[config.mk]
export PLATFORM = sky130hd
export DESIGN_NAME = adc_conditioning
export DESIGN_NICKNAME = d
export VERILOG_FILES = /design/src/design/adc_cond_pkg.sv /design/src/design/sample_conditioner.sv /design/src/design/adc_conditioning.sv
export SDC_FILE = /design/constraint.sdc
export NUM_CORES = 2
export LEC_CHECK = 0
export BUFFER_PORTS_ARGS = -buffer_cell sky130_fd_sc_hd__buf_4
export CORE_UTILIZATION = 40
export DETAILED_ROUTE_END_ITERATION = 16
export GPL_TIMING_DRIVEN = 0
export PLACE_DENSITY_LB_ADDON = 0.12
export REMOVE_ABC_BUFFERS = 1
export SETUP_SLACK_MARGIN = 0.4
export SLEW_MARGIN = 10
export SYNTH_ARGS = -nofsm -noshare
export SYNTH_HDL_FRONTEND = slang
export SYNTH_HIERARCHICAL = 1
export SYNTH_SLANG_ARGS = --single-unit
[constraint.sdc]
create_clock -name sys_clk -period 14.55 [get_ports sys_clk]
set_input_delay 2.1825 -clock sys_clk [delete_from_list [all_inputs] [get_ports sys_clk]]
set_output_delay 2.1825 -clock sys_clk [all_outputs]
set_load 0.01 [all_outputs]
[src/design/adc_cond_pkg.sv]
// Constants for the ADC encoder and phase current conditioning block
package adc_cond_pkg;

	localparam int ADDR_W = 7;
	localparam int DATA_W = 32;
	localparam int SAMPLE_W = 16;
	localparam int N_CHAN = 3;

	// Register indices on the register port
	localparam logic [6:0] OFS_INPUT_STAGE = 7'h0C;
	localparam logic [6:0] OFS_ENC_CAL0 = 7'h0D;
	localparam logic [6:0] OFS_ENC_CAL1 = 7'h0E;
	localparam logic [6:0] OFS_ENC_CAL2 = 7'h0F;
	localparam logic [6:0] OFS_ENC_ROUTING = 7'h11;
	localparam logic [6:0] OFS_CUR_WY_UX = 7'h12;
	localparam logic [6:0] OFS_CUR_V = 7'h13;
	localparam logic [6:0] OFS_ENC_WY_UX = 7'h15;
	localparam logic [6:0] OFS_ENC_VN = 7'h16;

	// Field positions
	localparam int CAL_OFFSET_LSB = 0;
	localparam int CAL_SCALE_LSB = 16;
	localparam int SEL_W = 8;
	localparam int STAGE_FIELD_W = 4;
	localparam int STAGE_ENC_VN_LSB = 24;
	localparam int STAGE_ENC_WY_LSB = 28;
	localparam int MON_LOW_LSB = 0;
	localparam int MON_HIGH_LSB = 16;

	// Source selector codes
	localparam logic [7:0] SEL_UX = 8'h00;
	localparam logic [7:0] SEL_VN = 8'h01;
	localparam logic [7:0] SEL_WY = 8'h02;

	// Reset values
	localparam logic [31:0] RST_INPUT_STAGE = 32'h0000_0000;
	localparam logic [31:0] RST_ENC_CAL = 32'h0100_0000;
	localparam logic [31:0] RST_ENC_ROUTING = 32'h0002_0100;

	// Product shift applied before the 16-bit cut
	localparam int SCALE_SHIFT = 8;

endpackage

[src/design/sample_conditioner.sv]
// One channel of offset subtraction, signed scaling and 16-bit truncation
`timescale 1ns/1ps
module sample_conditioner #(
	parameter int W     = 16,
	parameter int SHIFT = 8
) (
	input  wire logic                sys_clk,
	input  wire logic                rst_n,
	input  wire logic                sample_valid,
	input  wire logic [W-1:0]        raw,
	input  wire logic [W-1:0]        offset,
	input  wire logic signed [W-1:0] scale,
	output logic signed [W-1:0]      value_q,
	output logic                     valid_q
);
	logic signed [W:0]     diff;
	logic signed [2*W:0]   prod;
	logic signed [2*W:0]   shifted;
	logic signed [W-1:0]   value_d;

	// Arithmetic and hold; value only moves on a fresh sample
	// subtract scale truncate
	always_comb
	begin
		diff = $signed({1'b0, raw}) - $signed({1'b0, offset});
		// Widen both factors first so the full product survives
		prod = (2*W+1)'(diff) * (2*W+1)'(scale);
		shifted = prod >>> SHIFT;
		value_d = sample_valid ? shifted[W-1:0] : value_q;
	end

	// Registered so the loop and the monitor see the same flop
	always_ff @(posedge sys_clk)
	begin
		if (!rst_n)
		begin
			value_q <= '0;
			valid_q <= 1'b0;
		end
		else
		begin
			value_q <= value_d;
			valid_q <= sample_valid;
		end
	end

	value_calc_a: assert property (@(posedge sys_clk) disable iff (!rst_n)
		sample_valid |=> value_q == $past(shifted[W-1:0]))
		else $error("conditioned value does not match formula");

	value_hold_a: assert property (@(posedge sys_clk) disable iff (!rst_n)
		!sample_valid |=> $stable(value_q) && !valid_q)
		else $error("conditioned value moved without a sample");
endmodule

[src/design/adc_conditioning.sv]
// Register file, encoder routing and six conditioning channels
`timescale 1ns/1ps
module adc_conditioning
	import adc_cond_pkg::*;
#(
	parameter int SHIFT = adc_cond_pkg::SCALE_SHIFT
) (
	input  wire logic                                sys_clk,
	input  wire logic                                rst_n,
	input  wire logic [adc_cond_pkg::ADDR_W-1:0]     reg_addr,
	input  wire logic                                reg_wr_en,
	input  wire logic [adc_cond_pkg::DATA_W-1:0]     reg_wdata,
	input  wire logic                                reg_rd_en,
	output logic [adc_cond_pkg::DATA_W-1:0]          reg_rd_data,
	output logic                                     reg_rd_valid,
	input  wire logic [adc_cond_pkg::SAMPLE_W-1:0]   raw_enc_input_ux,
	input  wire logic [adc_cond_pkg::SAMPLE_W-1:0]   raw_enc_input_vn,
	input  wire logic [adc_cond_pkg::SAMPLE_W-1:0]   raw_enc_input_wy,
	input  wire logic                                enc_sample_valid,
	input  wire logic [adc_cond_pkg::SAMPLE_W-1:0]   raw_current_ux,
	input  wire logic [adc_cond_pkg::SAMPLE_W-1:0]   raw_current_v,
	input  wire logic [adc_cond_pkg::SAMPLE_W-1:0]   raw_current_wy,
	input  wire logic                                current_sample_valid,
	input  wire logic [adc_cond_pkg::SAMPLE_W-1:0]   current_offset_ux,
	input  wire logic [adc_cond_pkg::SAMPLE_W-1:0]   current_offset_v,
	input  wire logic [adc_cond_pkg::SAMPLE_W-1:0]   current_offset_wy,
	input  wire logic [adc_cond_pkg::SAMPLE_W-1:0]   current_scale_ux,
	input  wire logic [adc_cond_pkg::SAMPLE_W-1:0]   current_scale_v,
	input  wire logic [adc_cond_pkg::SAMPLE_W-1:0]   current_scale_wy,
	output logic signed [adc_cond_pkg::SAMPLE_W-1:0] enc_ux_conditioned,
	output logic signed [adc_cond_pkg::SAMPLE_W-1:0] enc_vn_conditioned,
	output logic signed [adc_cond_pkg::SAMPLE_W-1:0] enc_wy_conditioned,
	output logic                                     enc_conditioned_valid,
	output logic signed [adc_cond_pkg::SAMPLE_W-1:0] current_ux_conditioned,
	output logic signed [adc_cond_pkg::SAMPLE_W-1:0] current_v_conditioned,
	output logic signed [adc_cond_pkg::SAMPLE_W-1:0] current_wy_conditioned,
	output logic                                     current_conditioned_valid,
	output logic [adc_cond_pkg::DATA_W-1:0]          input_stage_cfg,
	output logic [adc_cond_pkg::STAGE_FIELD_W-1:0]   input_stage_enc_vn,
	output logic [adc_cond_pkg::STAGE_FIELD_W-1:0]   input_stage_enc_wy
);
	import adc_cond_pkg::*;

	localparam int NC = 2 * N_CHAN;

	logic [DATA_W-1:0]   stage_q;
	logic [DATA_W-1:0]   stage_d;
	logic [DATA_W-1:0]   cal_q [0:N_CHAN-1];
	logic [DATA_W-1:0]   cal_d [0:N_CHAN-1];
	logic [DATA_W-1:0]   routing_q;
	logic [DATA_W-1:0]   routing_d;
	logic [DATA_W-1:0]   rd_data_d;
	logic                rd_valid_d;
	logic [SAMPLE_W-1:0] raw_enc [0:N_CHAN-1];
	logic [SAMPLE_W-1:0] ch_raw [0:NC-1];
	logic [SAMPLE_W-1:0] ch_offset [0:NC-1];
	logic [SAMPLE_W-1:0] ch_scale [0:NC-1];
	logic                ch_in_valid [0:NC-1];
	logic [SAMPLE_W-1:0] ch_value [0:NC-1];
	logic                ch_valid [0:NC-1];
	logic [SEL_W-1:0]    sel_code [0:N_CHAN-1];

	// Register writes; unmapped and read-only offsets ignore writes
	always_comb
	begin
		stage_d = stage_q;
		routing_d = routing_q;
		for (int i = 0; i < N_CHAN; i++)
			cal_d[i] = cal_q[i];
		if (reg_wr_en)
		begin
			unique case (reg_addr)
				OFS_INPUT_STAGE: stage_d = reg_wdata;
				OFS_ENC_CAL0:    cal_d[0] = reg_wdata;
				OFS_ENC_CAL1:    cal_d[1] = reg_wdata;
				OFS_ENC_CAL2:    cal_d[2] = reg_wdata;
				OFS_ENC_ROUTING: routing_d = reg_wdata;
				default:         ;
			endcase
		end
	end

	// Configuration storage
	always_ff @(posedge sys_clk)
	begin
		if (!rst_n)
		begin
			stage_q <= RST_INPUT_STAGE;
			routing_q <= RST_ENC_ROUTING;
			for (int i = 0; i < N_CHAN; i++)
				cal_q[i] <= RST_ENC_CAL;
		end
		else
		begin
			stage_q <= stage_d;
			routing_q <= routing_d;
			for (int i = 0; i < N_CHAN; i++)
				cal_q[i] <= cal_d[i];
		end
	end

	// Source routing fixes swapped sensor wiring
	// selector decode
	always_comb
	begin
		raw_enc[0] = raw_enc_input_ux;
		raw_enc[1] = raw_enc_input_vn;
		raw_enc[2] = raw_enc_input_wy;
		for (int k = 0; k < N_CHAN; k++)
		begin
			sel_code[k] = routing_q[k*SEL_W +: SEL_W];
			if (sel_code[k] == SEL_VN)
				ch_raw[k] = raw_enc[1];
			else if (sel_code[k] == SEL_WY)
				ch_raw[k] = raw_enc[2];
			else
				ch_raw[k] = raw_enc[0];
			ch_offset[k] = cal_q[k][CAL_OFFSET_LSB +: SAMPLE_W];
			ch_scale[k] = cal_q[k][CAL_SCALE_LSB +: SAMPLE_W];
			ch_in_valid[k] = enc_sample_valid;
		end
		ch_raw[3] = raw_current_ux;
		ch_raw[4] = raw_current_v;
		ch_raw[5] = raw_current_wy;
		ch_offset[3] = current_offset_ux;
		ch_offset[4] = current_offset_v;
		ch_offset[5] = current_offset_wy;
		ch_scale[3] = current_scale_ux;
		ch_scale[4] = current_scale_v;
		ch_scale[5] = current_scale_wy;
		for (int k = N_CHAN; k < NC; k++)
			ch_in_valid[k] = current_sample_valid;
	end

	// Channels 0..2 encoder, 3..5 phase currents
	for (genvar g = 0; g < NC; g++)
	begin : g_chan
		sample_conditioner #(
			.W     (SAMPLE_W),
			.SHIFT (SHIFT)
		) u_cond (
			.sys_clk      (sys_clk),
			.rst_n        (rst_n),
			.sample_valid (ch_in_valid[g]),
			.raw          (ch_raw[g]),
			.offset       (ch_offset[g]),
			.scale        (ch_scale[g]),
			.value_q      (ch_value[g]),
			.valid_q      (ch_valid[g])
		);
	end

	// Outputs are the channel flops themselves, so monitor equals loop input
	// shared value path
	assign enc_ux_conditioned = ch_value[0];
	assign enc_vn_conditioned = ch_value[1];
	assign enc_wy_conditioned = ch_value[2];
	assign enc_conditioned_valid = ch_valid[0];
	assign current_ux_conditioned = ch_value[3];
	assign current_v_conditioned = ch_value[4];
	assign current_wy_conditioned = ch_value[5];
	assign current_conditioned_valid = ch_valid[3];
	assign input_stage_cfg = stage_q;
	assign input_stage_enc_vn = stage_q[STAGE_ENC_VN_LSB +: STAGE_FIELD_W];
	assign input_stage_enc_wy = stage_q[STAGE_ENC_WY_LSB +: STAGE_FIELD_W];

	// Read mux; unmapped offsets answer zero
	always_comb
	begin
		rd_data_d = reg_rd_data;
		rd_valid_d = reg_rd_en;
		if (reg_rd_en)
		begin
			rd_data_d = '0;
			unique case (reg_addr)
				OFS_INPUT_STAGE: rd_data_d = stage_q;
				OFS_ENC_CAL0:    rd_data_d = cal_q[0];
				OFS_ENC_CAL1:    rd_data_d = cal_q[1];
				OFS_ENC_CAL2:    rd_data_d = cal_q[2];
				OFS_ENC_ROUTING: rd_data_d = routing_q;
				OFS_CUR_WY_UX:
				begin
					rd_data_d[MON_LOW_LSB +: SAMPLE_W] = ch_value[3];
					rd_data_d[MON_HIGH_LSB +: SAMPLE_W] = ch_value[5];
				end
				OFS_CUR_V:
					rd_data_d[MON_LOW_LSB +: SAMPLE_W] = ch_value[4];
				OFS_ENC_WY_UX:
				begin
					rd_data_d[MON_LOW_LSB +: SAMPLE_W] = ch_value[0];
					rd_data_d[MON_HIGH_LSB +: SAMPLE_W] = ch_value[2];
				end
				OFS_ENC_VN:
					rd_data_d[MON_LOW_LSB +: SAMPLE_W] = ch_value[1];
				default:         ;
			endcase
		end
	end

	// Read data held until the next read so software can sample late
	always_ff @(posedge sys_clk)
	begin
		if (!rst_n)
		begin
			reg_rd_data <= '0;
			reg_rd_valid <= 1'b0;
		end
		else
		begin
			reg_rd_data <= rd_data_d;
			reg_rd_valid <= rd_valid_d;
		end
	end

	cal_write_a: assert property (@(posedge sys_clk) disable iff (!rst_n)
		reg_wr_en && reg_addr == OFS_ENC_CAL1
		|=> cal_q[1] == $past(reg_wdata))
		else $error("calibration write lost");

	cal_readback_a: assert property (@(posedge sys_clk) disable iff (!rst_n)
		reg_rd_en && !reg_wr_en && reg_addr == OFS_ENC_CAL2
		|=> reg_rd_valid && reg_rd_data == cal_q[2])
		else $error("calibration readback wrong");

	enc_scale_a: assert property (@(posedge sys_clk) disable iff (!rst_n)
		ch_scale[0] == cal_q[0][31:16] && ch_offset[0] == cal_q[0][15:0])
		else $error("calibration fields misplaced");

	route_vn_a: assert property (@(posedge sys_clk) disable iff (!rst_n)
		enc_sample_valid && routing_q[23:16] == SEL_VN
		|-> ch_raw[2] == raw_enc_input_vn)
		else $error("selector code one not routing VN");

	route_bad_a: assert property (@(posedge sys_clk) disable iff (!rst_n)
		routing_q[15:8] > SEL_WY |-> ch_raw[1] == raw_enc_input_ux)
		else $error("undefined selector not routing UX");

	cur_monitor_a: assert property (@(posedge sys_clk) disable iff (!rst_n)
		reg_rd_en && reg_addr == OFS_CUR_WY_UX
		|=> reg_rd_data == {$past(current_wy_conditioned),
			$past(current_ux_conditioned)})
		else $error("current monitor differs from loop value");

	v_monitor_a: assert property (@(posedge sys_clk) disable iff (!rst_n)
		reg_rd_en && reg_addr == OFS_CUR_V
		|=> reg_rd_data[31:16] == 16'h0000
		&& reg_rd_data[15:0] == $past(current_v_conditioned))
		else $error("V current monitor wrong");

	enc_monitor_a: assert property (@(posedge sys_clk) disable iff (!rst_n)
		reg_rd_en && reg_addr == OFS_ENC_WY_UX
		|=> reg_rd_data == {$past(enc_wy_conditioned),
			$past(enc_ux_conditioned)})
		else $error("encoder monitor wrong");

	vn_monitor_a: assert property (@(posedge sys_clk) disable iff (!rst_n)
		reg_rd_en && reg_addr == OFS_ENC_VN
		|=> reg_rd_data == {16'h0000, $past(enc_vn_conditioned)})
		else $error("VN monitor wrong");

	ro_write_a: assert property (@(posedge sys_clk) disable iff (!rst_n)
		reg_wr_en && reg_addr != OFS_ENC_ROUTING |=> $stable(routing_q))
		else $error("routing changed by foreign write");

	stage_field_a: assert property (@(posedge sys_clk) disable iff (!rst_n)
		reg_wr_en && reg_addr == OFS_INPUT_STAGE
		|=> input_stage_enc_wy == $past(reg_wdata[31:28]))
		else $error("input stage field not applied");

	unmapped_a: assert property (@(posedge sys_clk) disable iff (!rst_n)
		reg_rd_en && reg_addr == 7'h14 |=> reg_rd_data == 32'h0000_0000)
		else $error("unmapped read not zero");
endmodule

# ---- Yosys cells after proc, flatten, opt, wreduce, memory -nomap -nowiden
# Memory sizes are Yosys's and may differ from the RTL's.
# Index checks and enable logic that the tools add are counted.
dict set report word_totals {
  mem_bits_rw 96
  input_bits 237
  mem_count 1
  elab_cells 62
  reg_bits 195
  out_inout_bits 171
}
dict set report op_classes {
  n_mul 6
  addsub 6
  n_eq_ne 15
  n_bitwise 3
  n_reduce_logical 2
  mux 17
}
# name words word_bits rd rd_clocked_by_memory_dff write_ports line_no
set memory_table {}
lappend memory_table {cal_q 3 32 3 0 3 adc_conditioning.sv:48} ;# logic [DATA_W-1:0] cal_q [0:N_CHAN-1];
# cell count
set op_table {}
lappend op_table {{two-way mux 32 bit} 6}
lappend op_table {{multiplier 17 x 16 -> 24 bit} 6}
lappend op_table {{one-hot mux 16 bit (9 select lines)} 1}
lappend op_table {{one-hot mux 16 bit (7 select lines)} 1}
lappend op_table {{subtractor 16 x 16 -> 17 bit} 6}
lappend op_table {{two-way mux 16 bit} 6}
lappend op_table {{two-way mux 96 bit} 1}
lappend op_table {{== test 7 x 5 -> 1 bit (second input constant)} 5}
lappend op_table {{== test 7 x 4 -> 1 bit (second input constant)} 4}
lappend op_table {{== test 8 x 1 -> 1 bit (second input constant)} 3}
lappend op_table {{== test 8 x 2 -> 1 bit (second input constant)} 3}
lappend op_table {{AND reduction 2 bit} 2}
lappend op_table {{bitwise OR 1 bit} 3}
lappend op_table {{two-way mux 1 bit} 2}

# ---- Logic depth before layout (Yosys ltp)
dict set report depth {
  depth_word 5
  ltp_mapped 43
  mapped_depth_nobuf 42
}

# ---- Modules after synthesis
# The synthesis kept the hierarchy.
# mod cells_each area_each_um2 n_inst seq_area_each_um2
set modules_own_cells {}
lappend modules_own_cells {{sample_conditioner (g_chan[1].u_cond ...)} 1039 9041.2 3 340.3}
lappend modules_own_cells {adc_conditioning 1206 10090.9 1 3863.7}
lappend modules_own_cells {{sample_conditioner (g_chan[4].u_cond)} 1058 9135.0 1 340.3}
lappend modules_own_cells {{sample_conditioner (g_chan[0].u_cond)} 1011 8873.5 1 340.3}
lappend modules_own_cells {{sample_conditioner (g_chan[5].u_cond)} 1014 8847.2 1 340.3}

# ---- Worst setup path before layout
# No wires, ideal clock.
dict set report synth_path {
  path_type {input to register}
  start {input port raw_enc_input_ux[0] (netlist name)}
  end {register g_chan[0].u_cond.value_q[15]}
  stages 38
  arrival_time_ns 10.139
  slack_ns 4.295
  n_path_buf 1
  setup_ns 0.116
  required_time_ns 14.434
  path_cell_list {mux2i_1 -> a21oi_1 -> inv_1 -> ha_1 -> fa_1 -> nor2b_1 -> o31a_1 -> o211ai_2 -> a21oi_2 -> o31a_1 -> o21ai_1 -> a21oi_1 -> nor2b_1 -> clkbuf_1 -> and2_1 -> fa_1 -> inv_1 -> fa_1 -> [2 not listed] -> fa_1 -> fa_1 -> inv_1 -> fa_1 -> inv_1 -> ha_1 -> a21oi_1 -> o21ai_0 -> or3_1 -> o221a_2 -> a21o_1 -> a21o_1 -> a21o_1 -> a21oi_1 -> xnor2_1 -> xor3_1 -> mux2i_1 -> nor2b_1}
}
# item line_no
set synth_lines {}
lappend synth_lines {{start, declared} adc_conditioning.sv:16} ;# input wire logic [adc_cond_pkg::SAMPLE_W-1:0] raw_enc_input_ux,
lappend synth_lines {{end signal, assigned} sample_conditioner.sv:42} ;# value_q <= value_d;
lappend synth_lines {{end, declared} sample_conditioner.sv:13} ;# output logic signed [W-1:0] value_q,

==> results by group <==
Route
  – Via count: 49900
  – Wirelength per Cell: 21.4 um
  – ANT nets after route: 0
  – Detailed Routing Iterations Pass 1: 5
  – Detail-routed via count per cell: 5.13
  – # DRC: 0
  – DRT iter0 DRCs: 3357
  – Final WL: 208000 um

Finish
  – Multi-input logic area: 51100 um^2
  – Fill cells: 15700
  – Util after Layout: 45.0%
  – Nets: 9496
  – Share of cells above drive strength 1: 9.61%
  – P&R area growth vs syn: 11.4%
  – Register Area: 5830 um^2

Placement
  – Post-DP HPWL: 172000 um
  – Dpl ws: 2760 ps
  – RePlAce Congestion: 0.895
  – Input/output buffers: 407

Power and ir drop
  – PwrDens: 278 nW/um^2
  – Seq pwr share: 5.3%
  – Worst IR Drop VDD: 586 uV
  – Internal: 9.72 mW
  – Proportion of power drawn by combinational gates: 88.9%
  – LEAKAGE: 34.4 nW
  – Switching pwr: 10.1 mW
  – Net Sw Frac: 51.0%
  – Clk pwr share: 5.8%

Floorplanning
  – Die Wd: 402 um
  – Die H: 402 um
  – Rows: 146
  – Top-level I/O count: 408
  – Core Box Area: 159000 um^2
  – Die Area: 162000 um^2
  – Initial Util: 40.4%

Worst setup path
  – WP data arrival: 12100 ps
  – Crit-path max FO: 11
  – Crit Path Category: flip-flop to flip-flop
  – Worst endpoint required time: 15080 ps
  – Slowest-stage cell, CP: xor2_1
  – Largest stage delay, worst path: 980 ps
  – Most used cell, CP: fa_1
  – CP startpoint kind: flip-flop
  – Critical Path Sink Type: flip-flop

Clock tree
  – # clock sinks: 291
  – Root Driver: clkbuf_16
  – Postcts setup bufs: 0
  – Clock-pin slew on the worst setup and hold paths: 60 ps
  – CTS buffer count: 42
  – Longest Clk Path Bufs: 3
  – Post-CTS Hold Buffers: 0
  – CTS resizes: 0
  – CTS tree: yes
  – H-Tree Depth: 2
  – Worst-skew pair later-pin latency: 660 ps

Timing
  – Final Max Slew Viols: 0
  – Hold Slack: 453 ps
  – Slew Limit Headroom: 12.5%
  – # setup viols final: 0
  – Final Hold Fails: 0
  – RSZ-0062 raised after global routing: false
  – Final period util: 79.5%
  – FMAX: 86.4 MHz
  – Post-route setup slack: 2980 ps
  – Post-route minimum period: 11570 ps
  – Clk_skew: 72.5 ps
  – Worst Tran Pin Value: 1300 ps
  – Setup_tns: 0 ps

Worst hold path
  – Path type of the worst min-delay path: flip-flop to flip-flop

GRT
  – Vias in the first global route: 51200
  – Initial antenna violation count: 13
  – GRT Total Usage: 26.0%
  – Gr ovfl total: 0
  – First-pass GRT wire length: 319000 um
  – Largest net degree at the start of global routing: 128

Synth
  – Cells after Synth: 7401
  – Cell Area, Synth: 64000 um^2
  – Mean post-synth cell area: 8.65 um^2
  – Yosys Warn Count: 6

Status
  – Outcome: finished, final reports clean

Run
  – Maxcap violations: 0
-- state kept, by name, indices dropped and copies added (netlist names) --
register,count
cal_q,96
g_chan.u_cond/value_q,96
input_stage_cfg,32
reg_rd_data,32
routing_q,32
g_chan.u_cond/valid_q,2
reg_rd_valid,1
-- worst max-delay path: cells and delay by family, from the launching register on --
kind            cells  cell delay (ps)
fa+ha+maj           8             3890
compound gates     13             3130
simple gates        5             1640
xor+xnor            3             1540
buf+inv             4              580
flops               1              360
mux                 2              290
-- final cells by class --
| class | instances | share of cell area (%) |
|---|---|---|
| antenna | 2 | 0.00702 |
| clock buffer | 51 | 1.65 |
| clock inverter | 27 | 0.483 |
| inverter | 1679 | 8.84 |
| multi-input combinational | 5121 | 71.6 |
| sequential | 291 | 8.17 |
| tap | 2072 | 3.64 |
| timing repair buffer | 468 | 5.58 |
-- cells in the final DEF (no fill, tap or decap), types with 30 or more instances in the layout --
cell / n
mux2_2: 34
buf_6: 30
nor3_1: 52
and3_1: 30
nor2_1: 164
and2_1: 517
inv_1: 1679
nand3_1: 31
o21a_1: 40
xnor2_1: 140
clkbuf_16: 43
o21ai_1: 30
o21ai_0: 65
buf_4: 409
a21boi_1: 36
nand2_1: 1071
a21o_1: 30
xor2_1: 48
xnor2_2: 38
a22oi_1: 33
nand2b_1: 92
mux2i_1: 131
a21oi_1: 142
nor2b_1: 189
ha_1: 522
dfxtp_1: 291
fa_1: 1134
a21boi_0: 125
-- per-layer routing --
metal / track usage (%) / wire (um)
met3: 3.64 / 13100
met4: 5.49 / 4380
met5: 0 / 48
met1: 37.1 / 94900
met2: 41.9 / 95900
-- stage by stage --
step	power, mW	instance area (um^2)	cells
2_1_floorplan	14.6	62700	7091
3_3_place_gp	18.7	68400	9570
3_5_place_dp	18.9	69700	9631
4_1_cts	20.2	71200	9709
5_1_grt	22.4	71300	9711
6_report	19.8	71300	9711
-- final timing paths --
path / depth (start not counted) / slack [ps] / start / endpoint
max: 35 / 2980 / routing_q[6]$_SDFFE_PN0P_ / g_chan[0].u_cond/value_q[15]$_SDFFE_PN0P_
min: 2 / 450 / routing_q[28]$_SDFFE_PN0P_ / routing_q[28]$_SDFFE_PN0P_
max reg2reg: 35 / 2980 / routing_q[6]$_SDFFE_PN0P_ / g_chan[0].u_cond/value_q[15]$_SDFFE_PN0P_
min reg2reg: 2 / 450 / routing_q[28]$_SDFFE_PN0P_ / routing_q[28]$_SDFFE_PN0P_
-- power by group through the flow --
stage | clock, mW | sequential, mW | combinational [mW]
floorplan | 0 | 1.00 | 13.6
global placement | 0 | 1.06 | 17.6
detailed placement | 0 | 1.06 | 17.8
CTS | 1.18 | 1.04 | 18.0
global route | 1.20 | 1.05 | 20.2
finish | 1.15 | 1.04 | 17.6
Note: power is estimated with default switching activity, not from simulation.
